[config.mk]
export PLATFORM = sky130hd
export DESIGN_NAME = sbs_brake_seq
export DESIGN_NICKNAME = d
export VERILOG_FILES = /design/src/shared/sbs_pkg.sv /design/src/hw/sbs_brake_seq.sv /design/src/hw/sbs_tick_gen.sv
export VERILOG_INCLUDE_DIRS = /design/src /design/src/shared
export SDC_FILE = /design/constraint.sdc
export NUM_CORES = 1
export LEC_CHECK = 0
export ABC_AREA = 1
export BUFFER_PORTS_ARGS = -buffer_cell sky130_fd_sc_hd__clkbuf_2
export CAP_MARGIN = 0
export CORE_UTILIZATION = 50
export CTS_CLUSTER_SIZE = 30
export DETAILED_ROUTE_END_ITERATION = 16
export PLACE_DENSITY_LB_ADDON = 0.05
export SLEW_MARGIN = 20
export SYNTH_ARGS = -nofsm -noshare
export SYNTH_HDL_FRONTEND = slang
export SYNTH_SLANG_ARGS = --single-unit
[constraint.sdc]
create_clock -name mclk -period 4.5 [get_ports mclk]
set_input_delay 0.45 -clock mclk [delete_from_list [all_inputs] [get_ports mclk]]
set_output_delay 0.45 -clock mclk [all_outputs]
set_load 0.02 [all_outputs]
[src/shared/sbs_map.svh]
// Register offsets, field positions, reset values and timing counts of the stop sequencer.
`ifndef SBS_MAP_SVH
`define SBS_MAP_SVH

// ****************************************
// Register offsets (byte addresses)
// ****************************************
`define SBS_OFF_PWR_DELAY 8'h00
`define SBS_OFF_SPD_LEVEL 8'h04
`define SBS_OFF_RUN_WAIT 8'h08
`define SBS_OFF_STOP_CFG 8'h0c
`define SBS_OFF_STATUS 8'h10

// ****************************************
// Field positions and widths
// ****************************************
`define SBS_STOP_METHOD_LSB 0
`define SBS_CLASS_TWO_BIT 4
`define SBS_DELAY_W 6
`define SBS_LEVEL_W 14
`define SBS_WAIT_W 7

// ****************************************
// Reset values and write limits
// ****************************************
`define SBS_RST_PWR_DELAY 6'h00
`define SBS_RST_SPD_LEVEL 14'h0064
`define SBS_RST_RUN_WAIT 7'h32
`define SBS_RST_STOP_METHOD 2'h0
`define SBS_RST_CLASS_TWO 1'h0
`define SBS_MIN_RUN_WAIT 7'h0a
`define SBS_MAX_PWR_DELAY 6'h32
`define SBS_MAX_RUN_WAIT 7'h64

// ****************************************
// Timing
// ****************************************
`define SBS_CLK_PERIOD_NS 4
`define SBS_TICK_NS 10000000
`define SBS_TICK_CYCLES (`SBS_TICK_NS / `SBS_CLK_PERIOD_NS)

`endif

[src/shared/sbs_pkg.sv]
// Types shared by the stop sequencer files.
package sbs_pkg;

  typedef enum logic [1:0] {
    SBS_STOP_DB_HOLD,
    SBS_STOP_DB_COAST,
    SBS_STOP_COAST_COAST,
    SBS_STOP_RSVD
  } sbs_stop_method_t;

  typedef enum logic [1:0] {
    SBS_MODE_POSITION,
    SBS_MODE_SPEED,
    SBS_MODE_TORQUE,
    SBS_MODE_RSVD
  } sbs_ctrl_mode_t;

  typedef enum {
    SBS_ST_OFF,
    SBS_ST_RUN,
    SBS_ST_ZERO_STOP,
    SBS_ST_HOLD_DELAY,
    SBS_ST_RUN_WAIT,
    SBS_ST_STOPPED
  } sbs_state_t;

  typedef struct packed {
    sbs_stop_method_t stop_method;
    logic class_two_db;
  } sbs_stop_cfg_t;

  typedef struct packed {
    logic brake_release;
    logic power_en;
    logic dyn_brake;
    logic zero_ref;
  } sbs_drive_t;

endpackage

[src/hw/sbs_brake_seq.sv]
// Holding-brake and motor power stop sequencer with its register port.
//
// Added by the designer: strobed register access and the placing of the registers.
`timescale 1ns/1ns
`include "sbs_map.svh"

module sbs_brake_seq #(
  parameter int unsigned TICK_CYCLES = `SBS_TICK_CYCLES, // cycles per 10 ms
  parameter logic [13:0] MAX_SPEED = 14'h1770, // motor maximum speed, 1 min^-1
  parameter logic [13:0] ROT_LEVEL = 14'h0014, // speed seen as rotating
  parameter bit CTRL_LOSS_COAST = 1'b0 // variant: coast on control power loss
) (
  input wire logic mclk, // system clock, 250 MHz
  input wire logic sys_rst, // asynchronous reset, active high
  input wire logic [7:0] reg_addr, // register byte address
  input wire logic [31:0] reg_wdata, // register write data
  input wire logic reg_wr, // write strobe
  input wire logic reg_rd, // read strobe
  output logic [31:0] reg_rdata, // read data, cycle after reg_rd
  input wire logic cfg_restart, // drive restart, loads restart-only fields
  input wire logic servo_on, // servo-on command
  input wire logic alarm_class_one, // class-one alarm present
  input wire logic alarm_class_two, // class-two alarm present
  input wire logic [13:0] motor_speed, // speed magnitude, 1 min^-1
  input wire sbs_pkg::sbs_ctrl_mode_t ctrl_mode, // control mode
  input wire logic main_power_lost, // main circuit power lost
  input wire logic ctrl_power_lost, // control power lost
  output logic brake_release_out, // high releases the holding brake
  output logic motor_power_en, // motor power stage enabled
  output logic dynamic_brake_stop, // dynamic brake engaged
  output logic zero_speed_ref, // internal speed reference forced to 0
  output logic rotation_detect_out // motor speed at or above rotation level
);

  // ****************************************
  // Configuration registers
  // ****************************************
  logic [`SBS_DELAY_W-1:0] pwr_delay_reg;
  logic [`SBS_LEVEL_W-1:0] spd_level_reg;
  logic [`SBS_WAIT_W-1:0] run_wait_reg;
  sbs_pkg::sbs_stop_cfg_t stop_pend_reg;
  sbs_pkg::sbs_stop_cfg_t stop_cfg_reg;
  sbs_pkg::sbs_state_t state_reg;
  sbs_pkg::sbs_state_t state_next;
  logic [6:0] tick_cnt_reg;
  logic via_zero_reg;
  logic tick;
  logic cnt_restart;
  logic moving;
  logic fault;
  logic stop_req;
  logic zero_pick;
  logic [`SBS_LEVEL_W-1:0] level_eff;
  sbs_pkg::sbs_drive_t drv_next;

  function automatic logic [`SBS_LEVEL_W-1:0] clamp_level(
    input logic [`SBS_LEVEL_W-1:0] lvl,
    input logic [`SBS_LEVEL_W-1:0] lim
  );
    return (lvl > lim) ? lim : lvl;
  endfunction

  // Standstill stop: hold power for the programmed delay, or cut at once if it is zero.
  function automatic sbs_pkg::sbs_state_t standstill_stop(
    input logic [`SBS_DELAY_W-1:0] dly
  );
    return (dly == 6'h0) ? sbs_pkg::SBS_ST_STOPPED : sbs_pkg::SBS_ST_HOLD_DELAY;
  endfunction

  // Power-cut stop: a rotating motor waits for its brake, a halted one stops at once.
  function automatic sbs_pkg::sbs_state_t cut_stop(
    input logic rotating
  );
    return rotating ? sbs_pkg::SBS_ST_RUN_WAIT : sbs_pkg::SBS_ST_STOPPED;
  endfunction

  // Dynamic brake while the motor still turns: every method but coast-coast brakes.
  function automatic logic db_rotating(
    input sbs_pkg::sbs_stop_method_t mth
  );
    return mth != sbs_pkg::SBS_STOP_COAST_COAST;
  endfunction

  // Delay and run-wait values above the documented range are pinned so counts stay bounded.
  always_ff @(posedge mclk or posedge sys_rst) begin
    if (sys_rst) begin
      pwr_delay_reg <= `SBS_RST_PWR_DELAY;
      spd_level_reg <= `SBS_RST_SPD_LEVEL;
      run_wait_reg <= `SBS_RST_RUN_WAIT;
    end else if (reg_wr) begin
      if (reg_addr == `SBS_OFF_PWR_DELAY) begin
        pwr_delay_reg <= (reg_wdata[5:0] > `SBS_MAX_PWR_DELAY) ?
          `SBS_MAX_PWR_DELAY : reg_wdata[5:0];
      end
      if (reg_addr == `SBS_OFF_SPD_LEVEL) begin
        spd_level_reg <= reg_wdata[13:0];
      end
      if (reg_addr == `SBS_OFF_RUN_WAIT) begin
        if (reg_wdata[6:0] < `SBS_MIN_RUN_WAIT) begin
          run_wait_reg <= `SBS_MIN_RUN_WAIT;
        end else if (reg_wdata[6:0] > `SBS_MAX_RUN_WAIT) begin
          run_wait_reg <= `SBS_MAX_RUN_WAIT;
        end else begin
          run_wait_reg <= reg_wdata[6:0];
        end
      end
    end
  end

  // Stop fields are written freely but only take hold at a restart.
  always_ff @(posedge mclk or posedge sys_rst) begin
    if (sys_rst) begin
      stop_pend_reg.stop_method <= sbs_pkg::sbs_stop_method_t'(`SBS_RST_STOP_METHOD);
      stop_pend_reg.class_two_db <= `SBS_RST_CLASS_TWO;
    end else if (reg_wr && reg_addr == `SBS_OFF_STOP_CFG) begin
      stop_pend_reg.stop_method <= (reg_wdata[1:0] == 2'h3) ?
        sbs_pkg::SBS_STOP_COAST_COAST : sbs_pkg::sbs_stop_method_t'(reg_wdata[1:0]);
      stop_pend_reg.class_two_db <= reg_wdata[`SBS_CLASS_TWO_BIT];
    end
  end

  always_ff @(posedge mclk or posedge sys_rst) begin
    if (sys_rst) begin
      stop_cfg_reg.stop_method <= sbs_pkg::sbs_stop_method_t'(`SBS_RST_STOP_METHOD);
      stop_cfg_reg.class_two_db <= `SBS_RST_CLASS_TWO;
    end else if (cfg_restart) begin
      stop_cfg_reg <= stop_pend_reg;
    end
  end

  always_ff @(posedge mclk or posedge sys_rst) begin
    if (sys_rst) begin
      reg_rdata <= 32'h0;
    end else if (reg_rd) begin
      unique case (reg_addr)
        `SBS_OFF_PWR_DELAY: reg_rdata <= {26'h0, pwr_delay_reg};
        `SBS_OFF_SPD_LEVEL: reg_rdata <= {18'h0, spd_level_reg};
        `SBS_OFF_RUN_WAIT: reg_rdata <= {25'h0, run_wait_reg};
        `SBS_OFF_STOP_CFG: reg_rdata <= {27'h0, stop_pend_reg.class_two_db, 2'h0,
          stop_pend_reg.stop_method};
        // Status is read only; a write to it matches no field and is dropped.
        `SBS_OFF_STATUS: reg_rdata <= {23'h0, stop_cfg_reg, via_zero_reg,
          rotation_detect_out, zero_speed_ref, dynamic_brake_stop, motor_power_en,
          brake_release_out};
        default: reg_rdata <= 32'h0;
      endcase
    end
  end

  // ****************************************
  // Millisecond timing
  // ****************************************
  // 10 ms tick source
  sbs_tick_gen #(
    .TICK_CYCLES(TICK_CYCLES)
  ) u_tick (
    .mclk(mclk),
    .sys_rst(sys_rst),
    .restart(cnt_restart),
    .tick(tick)
  );

  // The divider is realigned at each trigger so a wait of N ticks lasts a full N x 10 ms.
  assign cnt_restart = (state_next != state_reg);

  // Saturation keeps a long wait from wrapping back into a short one.
  // tick count from trigger
  always_ff @(posedge mclk or posedge sys_rst) begin
    if (sys_rst) begin
      tick_cnt_reg <= 7'h0;
    end else if (cnt_restart) begin
      tick_cnt_reg <= 7'h0;
    end else if (tick && tick_cnt_reg != 7'h7f) begin
      tick_cnt_reg <= tick_cnt_reg + 7'h1;
    end
  end

  // ****************************************
  // Stop decision
  // ****************************************
  assign moving = (motor_speed >= ROT_LEVEL);
  assign fault = alarm_class_one || main_power_lost || ctrl_power_lost;
  assign stop_req = !servo_on || fault || alarm_class_two;
  assign level_eff = clamp_level(spd_level_reg, MAX_SPEED);
  assign zero_pick = alarm_class_two && !fault && !stop_cfg_reg.class_two_db &&
    ctrl_mode != sbs_pkg::SBS_MODE_TORQUE;

  always_comb begin
    state_next = state_reg;
    unique case (state_reg)
      sbs_pkg::SBS_ST_OFF, sbs_pkg::SBS_ST_STOPPED: begin
        if (!stop_req) begin
          state_next = sbs_pkg::SBS_ST_RUN;
        end
      end
      sbs_pkg::SBS_ST_RUN: begin
        if (zero_pick) begin
          state_next = sbs_pkg::SBS_ST_ZERO_STOP;
        end else if (fault || alarm_class_two) begin
          state_next = cut_stop(moving);
        end else if (!servo_on) begin
          state_next = moving ? sbs_pkg::SBS_ST_RUN_WAIT : standstill_stop(pwr_delay_reg);
        end
      end
      sbs_pkg::SBS_ST_ZERO_STOP: begin
        if (fault) begin
          state_next = cut_stop(moving);
        // zero stop ends in standstill timing
        end else if (!moving) begin
          state_next = standstill_stop(pwr_delay_reg);
        end
      end
      sbs_pkg::SBS_ST_HOLD_DELAY: begin
        // The delay is compared live, so a value written mid-count at or below the ticks counted ends it at once.
        // live delay compare
        if (fault || (alarm_class_two && !via_zero_reg) ||
            {1'b0, tick_cnt_reg} >= {2'h0, pwr_delay_reg}) begin
          state_next = sbs_pkg::SBS_ST_STOPPED;
        end
      end
      sbs_pkg::SBS_ST_RUN_WAIT: begin
        if (motor_speed < level_eff || tick_cnt_reg >= run_wait_reg) begin
          state_next = sbs_pkg::SBS_ST_STOPPED;
        end
      end
    endcase
  end

  always_ff @(posedge mclk or posedge sys_rst) begin
    if (sys_rst) begin
      state_reg <= sbs_pkg::SBS_ST_OFF;
    end else begin
      state_reg <= state_next;
    end
  end

  // Remembers a stop that began as a zero-speed stop, whose brake is already applied.
  always_ff @(posedge mclk or posedge sys_rst) begin
    if (sys_rst) begin
      via_zero_reg <= 1'b0;
    end else if (state_next == sbs_pkg::SBS_ST_RUN) begin
      via_zero_reg <= 1'b0;
    end else if (state_next == sbs_pkg::SBS_ST_ZERO_STOP) begin
      via_zero_reg <= 1'b1;
    end
  end

  // ****************************************
  // Output drive
  // ****************************************
  // Dynamic brake is chosen from the state the machine is entering, so every
  // drive output changes on the same edge as the state and none lags the others.
  always_comb begin
    drv_next = '0;
    unique case (state_next)
      sbs_pkg::SBS_ST_RUN: begin
        drv_next.brake_release = 1'b1;
        drv_next.power_en = 1'b1;
      end
      sbs_pkg::SBS_ST_ZERO_STOP: begin
        drv_next.power_en = 1'b1;
        drv_next.zero_ref = 1'b1;
      end
      sbs_pkg::SBS_ST_HOLD_DELAY: begin
        drv_next.power_en = 1'b1;
      end
      sbs_pkg::SBS_ST_RUN_WAIT: begin
        // A zero-speed stop has applied the brake already; an alarm must not release it.
        drv_next.brake_release = !via_zero_reg;
        drv_next.dyn_brake = db_rotating(stop_cfg_reg.stop_method);
      end
      sbs_pkg::SBS_ST_STOPPED: begin
        if (moving) begin
          drv_next.dyn_brake = db_rotating(stop_cfg_reg.stop_method);
        end else begin
          drv_next.dyn_brake = (stop_cfg_reg.stop_method == sbs_pkg::SBS_STOP_DB_HOLD);
        end
      end
      default: begin
        drv_next = '0;
      end
    endcase
    // Power loss overrides the method only once the power stage is off.
    // control power loss variant
    if (ctrl_power_lost && !drv_next.power_en) begin
      drv_next.dyn_brake = !CTRL_LOSS_COAST;
    end
    if (main_power_lost && !drv_next.power_en) begin
      drv_next.dyn_brake = 1'b1;
    end
  end

  always_ff @(posedge mclk or posedge sys_rst) begin
    if (sys_rst) begin
      brake_release_out <= 1'b0;
      motor_power_en <= 1'b0;
      dynamic_brake_stop <= 1'b0;
      zero_speed_ref <= 1'b0;
      rotation_detect_out <= 1'b0;
    end else begin
      brake_release_out <= drv_next.brake_release;
      motor_power_en <= drv_next.power_en;
      dynamic_brake_stop <= drv_next.dyn_brake;
      zero_speed_ref <= drv_next.zero_ref;
      rotation_detect_out <= moving;
    end
  end

endmodule // sbs_brake_seq

[src/hw/sbs_tick_gen.sv]
// Divider that turns the system clock into a one-cycle 10 ms enable.
`timescale 1ns/1ns
module sbs_tick_gen #(
  parameter int unsigned TICK_CYCLES = 2500000
) (
  input wire logic mclk, // system clock
  input wire logic sys_rst, // asynchronous reset, active high
  input wire logic restart, // realigns the divider to zero
  output logic tick // one-cycle pulse every TICK_CYCLES
);

  logic [31:0] div_reg;

  always_ff @(posedge mclk or posedge sys_rst) begin
    if (sys_rst) begin
      div_reg <= 32'h0;
      tick <= 1'b0;
    end else if (restart || div_reg == TICK_CYCLES - 1) begin
      div_reg <= 32'h0;
      tick <= !restart;
    end else begin
      div_reg <= div_reg + 32'h1;
      tick <= 1'b0;
    end
  end

endmodule // sbs_tick_gen

==> impl_metrics.ini, run 1 <==
[pwr]
power_mw = 3.283
vdd_drop_max_mv = 0.2773
cellPowerDensity_nw_per_um2 = 401.2
pwr-share-seq_pct = 37.8
p_leak_nw = 4.324
p_clk_share_pct = 44.3
combPwrFrac_pct = 17.9
power.switching_mw = 0.9827
power.internal_mw = 2.300
swShare_pct = 29.93

[setup_path]
timing_worst_setup_path_type = flip-flop to flip-flop
critPathCaptureType = flip-flop
rr_worst_depth = 18
reg2reg_to = u_tick.div_reg[6]
r2r_start = spd_level_reg[5]
cp.required_ns = 4.79
crit_fanout = 31
reg2reg_slack_ns = 1.20
start_kind = flip-flop
worstPathArrival_ns = 3.58

[place]
io_buffers = 66
placed_area_um2 = 7550
dp_slack_ns = 1.222
hpwl_um = 12280
gp_congestion = 0.9004

[sta]
finalSetupViolations = 0
worst_pin_slew_ns = 1.014
slew_headroom_pct = 31.75
fmax_mhz = 303.5
timing.final.ws_setup_ns = 1.205
rsz0062_at_grt = false
fin_crit_sh_pct = 73.23
hold_viol = 0
fin_setup_tns_ns = 0
finClkSkew_ns = 0.006775
post-route-min-period_ns = 3.295
slew_violations = 0

[synthesis]
yosysTopAreaCellShare_pct = 41.87
synth_area_um2 = 7112
synth_cells = 876
synth-seq-cells = 125
async_reset_ff_share_pct = 100.0
ys.flop_type = dfrtp_1
yosysTopAreaCell = dfrtp_1
synthTopCellsByArea = dfrtp_1 (42%), nand2_1 (8.3%), inv_1 (7.0%), nor2_1 (5.8%), ha_1 (4.9%)
ys_seq_area_share_pct = 44.09
syn_area_per_cell_um2 = 8.119
synth_edf_count = 0
yosys_warnings = 0
synth_cell_type_count = 50

[global_routing]
grt_pass1_wl_um = 27740
grt_pass1_vias = 5903
grtUsageMet2_pct = 41.46
grt.met3_usage_pct = 5.122
grt_usage_pct = 24.39
grt_overflow = 0
use_met1_pct = 30.11
busiest_layer = met2
antenna_found_initial = 0
grt_max_degree = 76

[cells_and_area]
num_antenna_cells = 0
fin_util_pct = 58.95
fin_area_um2 = 8183
drive_gt1_share_pct = 17.22
final_nets = 1045
multi_input_area_um2 = 3323
register_area_um2 = 3136
syn_to_final_growth_pct = 15.06
fillers = 1244

[clock_network]
worstSkewPairLatency_ns = 0.42
clockBufferDepth = 2
cts-root-buf = clkbuf_16
cts-htree-levels = 4
postCtsHoldBufs = 0
cts.sinks = 125
cts_resized = 0
cts_tree = yes
post_cts_buffers = 0
path_clk_slew_ns = 0.06
cts_inserted_buffers = 17

[route]
via_per_inst = 5.330
detail_route.wl_per_cell_um = 14.64
wl_um = 16750
first_iter_violations = 567
vias = 6098
firstDrtPassIters = 5
drtAntennaViolNets = 0
remaining_drc_errors = 0

[status]
status = finished, final reports clean

[run]
drv_cap = 0

[die]
rows = 43
start_util_pct = 51.23
ios = 103
dieHeight_um = 121.3
coreArea_um2 = 13880
dieArea_um2 = 14700
die_w_um = 121.3

[min_path]
min_path_type = input port to asynchronous set/reset pin
## metal layers
layer,up-vias,share of wire [%]
li1,3003,-
met4,0,2.1
met3,31,4.8
met5,-,0
met1,2874,44
met2,190,49
## synth_stat cells (2+ instances only)
library cell  count
o211ai_1          5
nor2_4            5
buf_6             2
inv_1           132
a211oi_1          3
nor4_2            4
nor2_1          109
nor3_2            5
nor4_1            8
ha_1             28
conb_1            2
nor3_1           26
nand4_1          29
nand2_2           8
or2_2             4
o21ai_0          38
nand2_1         157
xnor2_1           4
a31oi_1           4
nand3b_1          2
xor2_1           10
dfstp_2           6
nor3b_1           8
o22ai_1           7
dfrtp_1         119
inv_2             4
and3_1            3
nand3_2           3
nand2_4           3
nor2_2           12
a221oi_1          6
nor3b_2           2
o2111ai_1         2
nand3_1          32
clkbuf_1          5
o31ai_1           7
buf_2             3
mux2_2            2
a21oi_1          35
a31o_2            3
buf_4            20
## worst max-delay path by stage
stage	from	end	slack (ns)	depth (start not counted)
floorplan	sys_rst	brake_release_out	0.73	1
global placement	main_power_lost	u_tick.div_reg[3]	1.31	13
detailed placement	spd_level_reg[5]	u_tick.div_reg[6]	1.22	18
CTS	spd_level_reg[11]	u_tick.div_reg[28]	1.20	18
global route	spd_level_reg[11]	u_tick.div_reg[6]	0.86	19
finish	spd_level_reg[5]	u_tick.div_reg[6]	1.20	18
## area by class of cell
class	instances	area share (%)
Sequential cell	125	38.32
Timing Repair Buffer	69	4.312
Tap cell	180	2.752
Clock buffer	18	5.367
Clock inverter	14	2.370
Inverter	136	6.269
Multi-Input combinational cell	602	40.61
## power groups by stage
stage                     combinational (mW)  clock (mW)  sequential, mW
after floorplan                        0.474           0            1.26
after global placement                 0.576           0            1.26
after detailed placement               0.589           0            1.26
after CTS                              0.591        1.48            1.24
after global routing                   0.664        1.53            1.25
final                                  0.588        1.45            1.24
## cells by family after synthesis
logic type | synth area share [%]
flops | 44.09
fa+ha+maj | 4.926
buf+inv | 10.08
simple gates | 29.03
compound gates | 9.729
other cells | 0.1056
mux | 0.3167
xor+xnor | 1.724
## per-stage QoR
stage / hold WS, ns / instances
floorplan: 0.4503 / 893
global placement: 0.4619 / 1112
detailed placement: 0.4666 / 1112
CTS: 0.2622 / 1144
global route: 0.2945 / 1144
finish: 0.2277 / 1144
## placed cells by master (no fill, tap or decap), types with 5 or more instances in the layout
cell type	count
nand2_1	157
inv_1	131
dfrtp_1	119
nor2_1	109
clkbuf_2	66
o21ai_0	38
a21oi_1	35
nand3_1	32
nand4_1	29
ha_1	28
nor3_1	26
conb_1	19
clkbuf_16	17
nor2_2	12
xor2_1	10
nor3b_1	8
nand2_2	8
nor4_1	8
o31ai_1	7
o22ai_1	7
a221oi_1	6
dfstp_2	6
nor3_2	5
nor2_4	5
o211ai_1	5
clkinv_4	5
## critical path, stage by stage, from the launching register on
cell and delay (ns):
dfstp_2 0.58, nand2_1 0.06, nor2_1 0.11, nand4_1 0.12, nand2_1 0.22, inv_1 0.15
nand2_1 0.10, ha_1 0.24, a21oi_1 0.15, nor2_1 0.06, a211oi_1 0.19, nand2_1 0.08
nand2_1 0.06, nand2_1 0.08, nand3_1 0.08, nand4_1 0.06, or2_1 0.38, nand2_4 0.35
nor3b_1 0.10
Note: power is estimated with default switching activity, not from simulation.
==> run 2: changes to the inputs <==
==> constraint.sdc (replaced) <==
create_clock -name mclk -period 2.7 [get_ports mclk]
set_input_delay 0.27 -clock mclk [delete_from_list [all_inputs] [get_ports mclk]]
set_output_delay 0.27 -clock mclk [all_outputs]
set_load 0.02 [all_outputs]
==> impl_metrics.ini, run 2 (synthesis results as in run 1) <==
[status]
status = finished, violations left
violations = negative setup slack

[route]
vias = 6377
first_iter_violations = 464
wl_um = 17800
via_per_inst = 5.359
firstDrtPassIters = 5
detail_route.wl_per_cell_um = 14.96
remaining_drc_errors = 0
drtAntennaViolNets = 0

[cells_and_area]
final_cell_mix = nand2_1 (148), inv_1 (124), dfrtp_1 (119)
syn_to_final_growth_pct = 26.21
final_common_cell = nand2_1
num_antenna_cells = 0
stdcell_count = 1190
drive_gt1_share_pct = 27.62
final_nets = 1091
fillers = 1167

[sta]
post-route-min-period_ns = 2.792
slew_violations = 0
finClkSkew_ns = 0.009904
finalSetupViolations = 26
worst_pin_slew_ns = 0.8506
fmax_mhz = 358.2
hold_viol = 0
slew_headroom_pct = 43.16
fin_crit_sh_pct = 103.4
timing.final.ws_setup_ns = -0.09192
rsz0062_at_grt = true

[clock_network]
clockBufferDepth = 2
cts-root-buf = clkbuf_16
postCtsHoldBufs = 0
cts_tree = yes
worstSkewPairLatency_ns = 0.42
cts_inserted_buffers = 17
cts.sinks = 125
cts-htree-levels = 4
path_clk_slew_ns = 0.06

[setup_path]
crit_fanout = 7
worstPathArrival_ns = 3.10
r2r_start = spd_level_reg[6]
timing_worst_setup_path_type = flip-flop to flip-flop
start_kind = flip-flop
critPathCaptureType = flip-flop
endpoint = u_tick.div_reg[15]
rr_worst_depth = 19
crit_slowest_cell = dfstp_2
cp_common_cell = nand2_2
max_stage_delay_ns = 0.54
cp_top_family = simple AND/OR/NAND/NOR gates
cp.required_ns = 3.01
reg2reg_to = u_tick.div_reg[15]
crit_chain = nand2_2 -> nor2_2 -> nand4_1 -> nand2_2 -> inv_2 -> nand2_2 -> ha_4 -> a21oi_2 -> nor2_1 -> a211oi_2 -> nand2_1 -> nand2_1 -> nand2_2 -> nand3_2 -> nand4_1 -> or2_4 -> buf_12 -> nand2_8 -> nor2_1
critPathBufInv = 2
cp.depth = 19
reg2reg_slack_ns = -0.09
cp-startpoint = spd_level_reg[6]

[die]
rows = 43
ios = 103
die_w_um = 121.3
coreArea_um2 = 13880
dieArea_um2 = 14700
dieHeight_um = 121.3
start_util_pct = 51.23

[global_routing]
grt_pass1_vias = 6279
grt.met3_usage_pct = 4.558
busiest_layer = met2
grt_usage_pct = 25.44
grt_overflow = 0
use_met1_pct = 32.10
grt_max_degree = 126
grtUsageMet2_pct = 42.89
antenna_found_initial = 0
grt_pass1_wl_um = 29140

[place]
place_inst = 1146
hpwl_um = 12440
gp_congestion = 0.8960
io_buffers = 66

[pwr]
vdd_drop_max_mv = 0.4987
power_mw = 6.133
p_leak_nw = 4.599
cellPowerDensity_nw_per_um2 = 683.3

[min_path]
min_path_type = input port to asynchronous set/reset pin

[run]
drv_cap = 0
-- run 2: power by group --
group | switching (mW) | internal, mW
Sequential | 0.0911 | 1.98
Combinational | 0.981 | 0.511
Clock | 0.919 | 1.65
-- run 2: tightest hold or removal path, stage by stage --
cell and delay [ns]:
clkbuf_2 0.10, clkinvlp_4 0.07, buf_12 0.50
-- run 2: cell type report --
cell class,count,area [µm²],share of cell area [%]
inverter,136,514.2,5.729
timing repair buffer,112,715.7,7.973
sequential,125,3136,34.93
clock buffer,17,425.4,4.739
clock inverter,15,234.0,2.607
tap,180,225.2,2.509
multi-input combinational,605,3726,41.51
-- run 2: how the worst min path moves through the flow --
| stage | start | endpoint | cells past startpoint |
|---|---|---|---|
| 3_5_place_dp | reg_rdata[8] | reg_rdata[8] | 2 |
| 5_1_grt | ctrl_power_lost | dynamic_brake_stop | 3 |
| 2_1_floorplan | reg_wdata[1] | stop_pend_reg[1] | 1 |
| 6_report | sys_rst | u_tick.div_reg[25] | 3 |
| 4_1_cts | sys_rst | u_tick.div_reg[18] | 3 |
| 3_3_place_gp | reg_rdata[8] | reg_rdata[8] | 2 |
-- run 2: through the flow --
| step | TNS [ns] | util, % | setup slack [ns] | instance area [µm²] | hold WS [ns] |
|---|---|---|---|---|---|
| after detailed placement | -6.968 | 56.33 | -0.2112 | 7819 | 0.4723 |
| after CTS | -2.625 | 62.68 | -0.1105 | 8701 | 0.07138 |
| final | -1.077 | 64.67 | -0.09192 | 8976 | 0.03708 |
| after floorplan | 0 | - | 0.002830 | 7179 | 0.3696 |
| after global placement | -2.805 | 56.33 | -0.1018 | 7819 | 0.4621 |
| after global routing | -9.939 | 64.67 | -0.3139 | 8976 | 0.1033 |
-- run 2: repair_timing --
| item | CTS | global route |
|---|---|---|
| pin swaps | 15 | 25 |
| endpoints found under the setup margin | 43 | 45 |
| setup buffers | 6 | 3 |
| gates cloned | 3 | 1 |
| gates resized for setup | 33 | 58 |
-- run 2: layer usage --
metal,part of all wire [%],vias up
li1,-,3105
met2,49,190
met3,4.3,40
met5,0,-
met4,2.7,0
met1,44,3042
